## src/itc_pkg.sv

```systemverilog
// Package for the interval timer count programming and readback block.
// Assumes one 100 MHz clock; bus strobes are sampled synchronously.
package itc_pkg;

  // ****************************************************************
  // Addresses and command fields
  // ****************************************************************
  localparam logic [1:0] ADDR_CONTROL_PORT = 2'h3;   // control_command_port
  localparam int         NUM_CHANNELS      = 3;
  localparam int         CMD_PICK_HI       = 7;      // channel_pick_hi
  localparam int         CMD_PICK_LO       = 6;      // channel_pick_lo
  localparam int         CMD_ORDER_HI      = 5;      // byte_order_hi
  localparam int         CMD_ORDER_LO      = 4;      // byte_order_lo
  localparam int         RB_COUNT_N        = 5;      // Low latches count
  localparam int         RB_STATUS_N       = 4;      // Low latches status
  localparam int         RB_PICK_TWO       = 3;      // pick_channel_two
  localparam int         RB_PICK_ONE       = 2;      // pick_channel_one
  localparam int         RB_PICK_ZERO      = 1;      // pick_channel_zero
  localparam logic [1:0] PICK_READBACK     = 2'h3;
  localparam int         STAT_OUT_BIT      = 7;
  localparam int         STAT_PEND_BIT     = 6;

  // ****************************************************************
  // Types
  // ****************************************************************
  typedef enum logic [1:0] {
    ITC_FMT_LATCH,
    ITC_FMT_LOW,
    ITC_FMT_HIGH,
    ITC_FMT_BOTH
  } itc_fmt_e;

  // Per channel bookkeeping
  typedef struct packed {
    logic [5:0]  mode_fields;   // Bits 5:0 of the last control word
    logic [15:0] preload;       // preload_holding_reg
    logic [15:0] frozen;        // frozen_value_latch
    logic        count_held;
    logic [7:0]  status_byte;
    logic        status_held;
    logic        load_pending;
    logic        rd_second;     // Next read returns high byte
    logic        wr_second;     // Next write is high byte
    logic        load_armed;    // Whole count written, waits for a tick
  } itc_chan_s;

  typedef struct packed {
    itc_chan_s [NUM_CHANNELS-1:0] chan;
    logic      [7:0]              rd_data;
    logic                         rd_valid;
  } itc_state_s;

  localparam logic [7:0] RESET_STATUS = 8'h00;

endpackage : itc_pkg

```

## src/itc_channel_stage.sv

```systemverilog
// One channel's counting element stand-in: loads the preload on a tick.
// Assumes load requests from the bus side and a one-cycle tick enable.
`timescale 1ns/1ps
`default_nettype none
module itc_channel_stage (
  input  wire logic        clk_i,
  input  wire logic        rst_n_i,
  input  wire logic        tick_i,
  input  wire logic        load_req_i,
  input  wire logic [15:0] preload_i,
  output logic      [15:0] count_o,
  output logic             loaded_o,
  output logic             out_level_o
);

  // ****************************************************************
  // Counting element
  // ****************************************************************
  // Load happens on a tick; the tick itself does not decrement
  always_ff @(posedge clk_i) begin
    if (!rst_n_i) begin
      count_o     <= 16'h0000;
      loaded_o    <= 1'b0;
      out_level_o <= 1'b0;
    end else begin
      loaded_o <= 1'b0;
      if (tick_i) begin
        if (load_req_i) begin
          count_o  <= preload_i;
          loaded_o <= 1'b1;
        end else begin
          count_o <= count_o - 16'h0001;
        end
        out_level_o <= (count_o == 16'h0001);
      end
    end
  end

endmodule : itc_channel_stage
`default_nettype wire

```

## src/itc_top.sv

```systemverilog
// Count programming and readback logic of a three channel interval timer.
// Assumes synchronous bus strobes and per-channel one-cycle tick enables.
// Assumes the host follows the programmed byte format and keeps two-byte
// transfers of one channel uninterrupted by other routines.
`timescale 1ns/1ps
`default_nettype none
module itc_top #(
  parameter int NUM_CH = itc_pkg::NUM_CHANNELS
) (
  input  wire logic              clk_i,
  input  wire logic              rst_n_i,
  input  wire logic              chip_sel_n_i,
  input  wire logic              rd_n_i,
  input  wire logic              wr_n_i,
  input  wire logic              port_select_hi_i,
  input  wire logic              port_select_lo_i,
  input  wire logic [7:0]        data_i,
  input  wire logic [NUM_CH-1:0] tick_i,
  output logic      [7:0]        data_o,
  output logic                   data_oe_o,
  output logic      [NUM_CH-1:0] out_level_o
);

  // ****************************************************************
  // Bus behaviour in brief
  // ****************************************************************
  // A write is taken in the first cycle that chip select and the write
  // strobe are seen low together; a strobe held low counts only once.
  // A read is taken the same way; its byte shows one cycle later and
  // stays on data_o until the next channel read is taken.
  // Reads of the control port leave the driver off and data_o alone.
  // Reads and writes may be mixed across channels in any order, as long
  // as each channel gets its control word before its count bytes.
  // Each channel has its own read and write byte pointers, so a split
  // two-byte read may have writes of the same channel between its halves.
  // A control word for a channel drops its held count, its held status
  // and both pointers, and parks the load until a full count arrives;
  // a tick before then keeps counting down from the old value.
  // A latch command for a channel that already holds a count is ignored,
  // as is a status latch for a channel whose status is still unread.
  //
  // Status byte of a channel:
  //   bit 7     output level when the status was latched
  //   bit 6     load pending: control word or count written, count not yet in the counter
  //   bits 5:0  mode fields of the last control word, as written
  //
  // Output levels lag the counting elements by one clock, so software
  // polling out_level_o and the status bit may see them a cycle apart.
  // Limitations: the counting element is a plain down counter with no
  // modes, no gate and no decimal counting; writing the first byte of a
  // two-byte count does not stop counting. Writes to a channel that has
  // never been programmed are dropped.

  // ****************************************************************
  // Declarations
  // ****************************************************************
  itc_pkg::itc_state_s state_r;
  itc_pkg::itc_state_s state_nxt;
  logic [1:0]          addr;
  logic                rd_d_r;
  logic                wr_d_r;
  logic                rd_start;
  logic                wr_start;
  logic [NUM_CH-1:0]   load_req;
  logic [NUM_CH-1:0]   loaded;
  logic [NUM_CH-1:0]   ce_out;
  logic [15:0]         ce_count [NUM_CH];
  logic                oe_r;
  logic [NUM_CH-1:0]   out_r;

  // Two address lines pick a channel or the control port
  assign addr = {port_select_hi_i, port_select_lo_i};

  // Strobe edges, one access per strobe
  always_ff @(posedge clk_i) begin
    if (!rst_n_i) begin
      rd_d_r <= 1'b0;
      wr_d_r <= 1'b0;
    end else begin
      rd_d_r <= !chip_sel_n_i && !rd_n_i;
      wr_d_r <= !chip_sel_n_i && !wr_n_i;
    end
  end

  // Start pulses last one cycle however long the strobe stays low
  assign rd_start = !chip_sel_n_i && !rd_n_i && !rd_d_r;
  assign wr_start = !chip_sel_n_i && !wr_n_i && !wr_d_r;

  // ****************************************************************
  // Counting elements
  // ****************************************************************
  genvar g;
  generate
    for (g = 0; g < NUM_CH; g++) begin : g_ch
      // Load only once a whole count is in; pending alone is not enough
      assign load_req[g] = state_r.chan[g].load_armed;
      itc_channel_stage u_stage (
        .clk_i       (clk_i),
        .rst_n_i     (rst_n_i),
        .tick_i      (tick_i[g]),
        .load_req_i  (load_req[g]),
        .preload_i   (state_r.chan[g].preload),
        .count_o     (ce_count[g]),
        .loaded_o    (loaded[g]),
        .out_level_o (ce_out[g])
      );
    end
  endgenerate

  // ****************************************************************
  // Command, write and read sequencing
  // ****************************************************************
  always_comb begin
    logic [15:0]       live;
    logic [1:0]        fmt;
    logic [NUM_CH-1:0] pick;
    int                ci;
    live      = 16'h0000;
    fmt       = 2'h0;
    pick      = '0;
    ci        = 0;
    state_nxt = state_r;
    state_nxt.rd_valid = 1'b0;

    // Load completion clears pending; a new write below sets it again
    for (int i = 0; i < NUM_CH; i++) begin
      if (loaded[i]) begin
        state_nxt.chan[i].load_pending = 1'b0;
        state_nxt.chan[i].load_armed   = 1'b0;
      end
    end

    if (wr_start && addr == itc_pkg::ADDR_CONTROL_PORT) begin
      // Control address decode
      if (data_i[itc_pkg::CMD_PICK_HI:itc_pkg::CMD_PICK_LO] ==
          itc_pkg::PICK_READBACK) begin
        // Read-back: the reserved lowest bit is not looked at
        pick = {data_i[itc_pkg::RB_PICK_TWO], data_i[itc_pkg::RB_PICK_ONE],
                data_i[itc_pkg::RB_PICK_ZERO]};
        for (int i = 0; i < NUM_CH; i++) begin
          if (pick[i]) begin
            // Count latch half behaves as a latch command
            if (!data_i[itc_pkg::RB_COUNT_N] &&
                !state_r.chan[i].count_held) begin
              state_nxt.chan[i].count_held = 1'b1;
              state_nxt.chan[i].frozen     = ce_count[i];
            end
            // First status latch wins
            if (!data_i[itc_pkg::RB_STATUS_N] &&
                !state_r.chan[i].status_held) begin
              state_nxt.chan[i].status_held = 1'b1;
              state_nxt.chan[i].status_byte =
                {ce_out[i], state_r.chan[i].load_pending,
                 state_r.chan[i].mode_fields};
            end
          end
        end
      end else begin
        ci = int'(data_i[itc_pkg::CMD_PICK_HI:itc_pkg::CMD_PICK_LO]);
        if (data_i[itc_pkg::CMD_ORDER_HI:itc_pkg::CMD_ORDER_LO] ==
            2'(itc_pkg::ITC_FMT_LATCH)) begin
          // Latch without touching mode
          if (!state_r.chan[ci].count_held) begin
            state_nxt.chan[ci].count_held = 1'b1;
            state_nxt.chan[ci].frozen     = ce_count[ci];
          end
        end else begin
          // Reprogram: mode fields, pending, latches, pointers
          state_nxt.chan[ci].mode_fields  = data_i[5:0];
          state_nxt.chan[ci].load_pending = 1'b1;
          // No load until the new count is complete
          state_nxt.chan[ci].load_armed   = 1'b0;
          state_nxt.chan[ci].count_held   = 1'b0;
          state_nxt.chan[ci].status_held  = 1'b0;
          state_nxt.chan[ci].rd_second    = 1'b0;
          state_nxt.chan[ci].wr_second    = 1'b0;
        end
      end
    end else if (wr_start) begin
      // Count byte write; mode fields are never touched here
      ci  = int'(addr);
      fmt = state_r.chan[ci].mode_fields[5:4];
      case (fmt)
        2'(itc_pkg::ITC_FMT_LOW): begin
          state_nxt.chan[ci].preload      = {8'h00, data_i};
          state_nxt.chan[ci].load_pending = 1'b1;
          state_nxt.chan[ci].load_armed   = 1'b1;
        end
        2'(itc_pkg::ITC_FMT_HIGH): begin
          state_nxt.chan[ci].preload      = {data_i, 8'h00};
          state_nxt.chan[ci].load_pending = 1'b1;
          state_nxt.chan[ci].load_armed   = 1'b1;
        end
        2'(itc_pkg::ITC_FMT_BOTH): begin
          // Low byte first; the high byte completes the count
          if (!state_r.chan[ci].wr_second) begin
            state_nxt.chan[ci].preload[7:0] = data_i;
            state_nxt.chan[ci].wr_second    = 1'b1;
          end else begin
            state_nxt.chan[ci].preload[15:8] = data_i;
            state_nxt.chan[ci].wr_second     = 1'b0;
            state_nxt.chan[ci].load_pending  = 1'b1;
            state_nxt.chan[ci].load_armed    = 1'b1;
          end
        end
        default: begin
          // Unprogrammed channel: write ignored
        end
      endcase
    end

    if (rd_start && addr != itc_pkg::ADDR_CONTROL_PORT) begin
      ci   = int'(addr);
      fmt  = state_r.chan[ci].mode_fields[5:4];
      // Old count until the load happens
      live = state_r.chan[ci].count_held ? state_r.chan[ci].frozen
                                         : ce_count[ci];
      state_nxt.rd_valid = 1'b1;
      // A held status always goes out first, whatever was latched first
      if (state_r.chan[ci].status_held) begin
        state_nxt.rd_data             = state_r.chan[ci].status_byte;
        state_nxt.chan[ci].status_held = 1'b0;
      end else begin
        case (fmt)
          2'(itc_pkg::ITC_FMT_LOW): begin
            state_nxt.rd_data             = live[7:0];
            state_nxt.chan[ci].count_held = 1'b0;
          end
          2'(itc_pkg::ITC_FMT_HIGH): begin
            state_nxt.rd_data             = live[15:8];
            state_nxt.chan[ci].count_held = 1'b0;
          end
          2'(itc_pkg::ITC_FMT_BOTH): begin
            // Low byte first; the high byte also frees the held count
            if (!state_r.chan[ci].rd_second) begin
              state_nxt.rd_data             = live[7:0];
              state_nxt.chan[ci].rd_second  = 1'b1;
            end else begin
              state_nxt.rd_data             = live[15:8];
              state_nxt.chan[ci].rd_second  = 1'b0;
              state_nxt.chan[ci].count_held = 1'b0;
            end
          end
          default: begin
            state_nxt.rd_data = 8'h00;
          end
        endcase
      end
    end
  end

  // ****************************************************************
  // State register and outputs
  // ****************************************************************
  // Read data holds until the next channel read starts
  always_ff @(posedge clk_i) begin
    if (!rst_n_i) begin
      state_r <= '0;
      oe_r    <= 1'b0;
      out_r   <= '0;
    end else begin
      state_r <= state_nxt;
      oe_r    <= !chip_sel_n_i && !rd_n_i && addr != itc_pkg::ADDR_CONTROL_PORT;
      out_r   <= ce_out;
    end
  end

  // Read byte straight from the state register
  assign data_o      = state_r.rd_data;
  // Driver enable follows the read strobe on a channel address
  assign data_oe_o   = oe_r;
  // Output levels, one cycle behind the counting elements
  assign out_level_o = out_r;

endmodule : itc_top
`default_nettype wire

```

## config.mk

```make
export PLATFORM = sky130hd
export DESIGN_NAME = itc_top
export DESIGN_NICKNAME = d
export VERILOG_FILES = /design/src/itc_pkg.sv /design/src/itc_channel_stage.sv /design/src/itc_top.sv
export SDC_FILE = /design/constraint.sdc
export NUM_CORES = 1
export LEC_CHECK = 0
export ABC_AREA = 1
export BUFFER_PORTS_ARGS = -buffer_cell sky130_fd_sc_hd__buf_2
export CAP_MARGIN = 20
export CORE_MARGIN = 10
export CORE_UTILIZATION = 40
export DETAILED_ROUTE_END_ITERATION = 7
export RECOVER_POWER = 100
export SYNTH_ARGS = -nofsm -noshare
export SYNTH_HDL_FRONTEND = slang
export SYNTH_HIERARCHICAL = 1
export SYNTH_SLANG_ARGS = --single-unit
```

## constraint.sdc

```tcl
create_clock -name clk_i -period 3.3 [get_ports clk_i]
set_input_delay 0.165 -clock clk_i [delete_from_list [all_inputs] [get_ports clk_i]]
set_output_delay 0.165 -clock clk_i [all_outputs]
set_load 0.05 [all_outputs]
```

==> impl_metrics.tcl <==
set metrics [dict create \
    outcome "finished, final reports clean" \
    synth_xor_area_frac 0 \
    powerDensity_nw_per_um2 489 \
    clock_tree.buffer_depth 3 \
    whs_ps 20.8 \
    required_ps 3770 \
    n_antenna_cell 0 \
    grt-busiest-layer "met2" \
    cts_tree "built" \
    async_flop_share 0 \
    tns_ps 0 \
    routedWlPerCell_um 18.4 \
    synth.avg_cell_area_um2 5.91 \
    ys_ff_latch 224 \
    drc_errors 0 \
    final_core_util 0.447 \
    finalNonFillerCells 2925 \
    die-area_um2 44400 \
    synth.top_cells.by_count "nand2_1, nor2_1, inv_1" \
    drv_cap 0 \
    hold_violations 0 \
    drt-initial-drc-count 1843 \
    ys.flop_type "dfxtp_1" \
    cts_root_buf "clkbuf_16" \
    cts_resized 0 \
    fin_ws_ps 532 \
    drive_gt1_frac 0.0755 \
    synth_largest_area_cell "dfxtp_1" \
    place_worst_setup_slack_ps 586 \
    finalMaxSlewViolations 0 \
    die_height_um 211 \
    synthDominantCellAreaShare 0.308 \
    cts_buffers 27 \
    min_period_ps 2770 \
    clkSinkCount 224 \
    firstDrtPassIters 6 \
    grt_util_all_layers 0.237 \
    setup_viol 0 \
    synth_compound_area_frac 0.154 \
    tightest_slew_ps 1120 \
    yosys.area_share.simple 0.405 \
    synth.most_common_cell "nand2_1" \
    totalWireLength_mm 53.7 \
    power_mw 7.80 \
    fin_skew_ps 24.6 \
    synth_nets 2493 \
    grtUsageMet1 0.329 \
    grtUsageMet3 0.0372 \
    ios 30 \
    core-area_um2 35700 \
    via_per_inst 5.42 \
    initial_core_util 0.407 \
    fmax_mhz 361 \
    placedInstanceArea_um2 14900 \
    grt_use_met2 0.356 \
    clock_latency_ps 580 \
    synth_edf_count 0 \
    rows 69 \
    relSlewSlack 0.249 \
    start_kind "register" \
    numPlacedInstances 2864 \
    layout.nets 2471 \
    yosysWarningCount 6 \
    yosys-top-cells-area "dfxtp_1, nand2_1, nor2_1" \
    grt_setup_unrepaired "no" \
    rrSetupSlack_ps 530 \
    syn_to_final_growth_pct 9.64 \
    h-tree-depth 1 \
    gp_congestion 0.960 \
    clk_pin_slew_ps 60 \
    fp.dieW_um 211 \
    p_leak_nw 7.20 \
    io_buffers 29 \
    ir_worst_vdd_mv 0.389 \
    crit_path_end "state_r[54]$_SDFF_PN0_" \
    min_path_type "input port to register" \
    ys_types 41 \
    critical_path_class "register to register" \
    synth_mux_area_frac 0 \
    crit_arrival_ps 3240 \
    drt.antenna.violating_nets 0 \
    synth_top_family_by_area "simple AND/OR/NAND/NOR gates" \
    worstReg2RegEnd "state_r[54]$_SDFF_PN0_" \
    dr_total_vias 15800 \
    synth-adder-area-share 0.00859 \
    postCtsSetupBuffers 0 \
    timing.rr.start "state_r[59]$_SDFF_PN0_" \
    dp_hpwl_mm 37.3 \
    syn_inst 2465 \
    r2r_cells 10 \
    grt_max_degree 82 \
    crit_path_end_kind "register" \
    design_area_um2 16000 \
    ys_seq_area_frac 0.308 \
    crit_start "state_r[59]$_SDFF_PN0_" \
    grt_pass1_wl_mm 83.9 \
    finalCritPeriodShare 0.839 \
    path_max_fanout 11 \
    antenna_found_initial 1 \
    grt_pass1_vias 14700 \
    netlist_area_um2 14600 \
    grt-ovfl-total 0 \
]
[where the power goes]
group,leakage (nW),internal [mW],switching (mW)
sequential,1.81,2.80,0.225
clock,0.501,2.11,1.29
combinational,4.88,0.435,0.940
[worst min path at each step]
stage,from,to,slack [ps],cells after the start
2_1_floorplan,rd_n_i,rd_d_r$_SDFF_PN0_,240,1
5_1_grt,data_i[4],state_r[111]$_SDFF_PN0_,70,3
4_1_cts,data_i[4],state_r[111]$_SDFF_PN0_,6,3
3_3_place_gp,rd_n_i,rd_d_r$_SDFF_PN0_,390,2
6_report,data_i[4],state_r[111]$_SDFF_PN0_,20,3
3_5_place_dp,rd_n_i,rd_d_r$_SDFF_PN0_,380,2
[layout by cell type, fill, tap and decap left out, types with 10 or more instances in the layout]
cell	count
nand2_1	752
buf_4	31
clkbuf_16	27
nor2_4	12
nor3_1	12
dlygate4sd3_1	11
clkbuf_8	10
o21ai_0	131
buf_2	15
inv_2	23
a21oi_1	162
clkbuf_1	20
dfxtp_1	224
ha_1	10
nand3_1	224
inv_1	277
nor2_2	11
nor2_1	340
o22ai_1	28
o21ai_1	36
[sequential cells by signal (all words and copies together) (netlist names), 3 cells and up]
| register | cells |
|---|---|
| g_ch.u_stage/loaded_o | 3 |
| data_o | 8 |
| state_r | 153 |
| g_ch.u_stage/out_level_o | 3 |
| out_level_o | 3 |
| g_ch.u_stage/count_o | 48 |
| load_req | 3 |
[final cells by class]
class                      count  area (um2)
fill                        3843       19800
multi-input combinational   1807        8230
sequential                   224        4480
inverter                     304        1140
clock buffer                  38         817
tap                          461         577
timing repair buffer          79         519
clock inverter                12         195
[layer usage]
metal	share of wire	vias to the layer above
met4	0.037	2
met5	0.00024	-
li1	-	7735
met3	0.094	117
met1	0.44	7261
met2	0.43	728
[logic make-up after synthesis]
family	Yosys count
DFF	224
buffers and inverters	434
adders and majority gates	10
AOI/OAI and AO/OA	408
and+or+nand+nor	1389
[timing repair]
action / CTS / global route
hold buffers: 11 / 0
hold endpoints to repair: 21 / 0
endpoints found under the setup margin: 0 / 0
[worst max-delay path, stage by stage (launching register included)]
cell and delay, ps:
dfxtp_1 390, a22oi_1 130, o21a_1 160, ha_1 260
nor2_1 240, nand2_1 300, inv_1 430, o211ai_1 400
nand2_1 150, nand2_1 70, a21oi_1 130
Note: power is estimated with default switching activity, not from simulation.
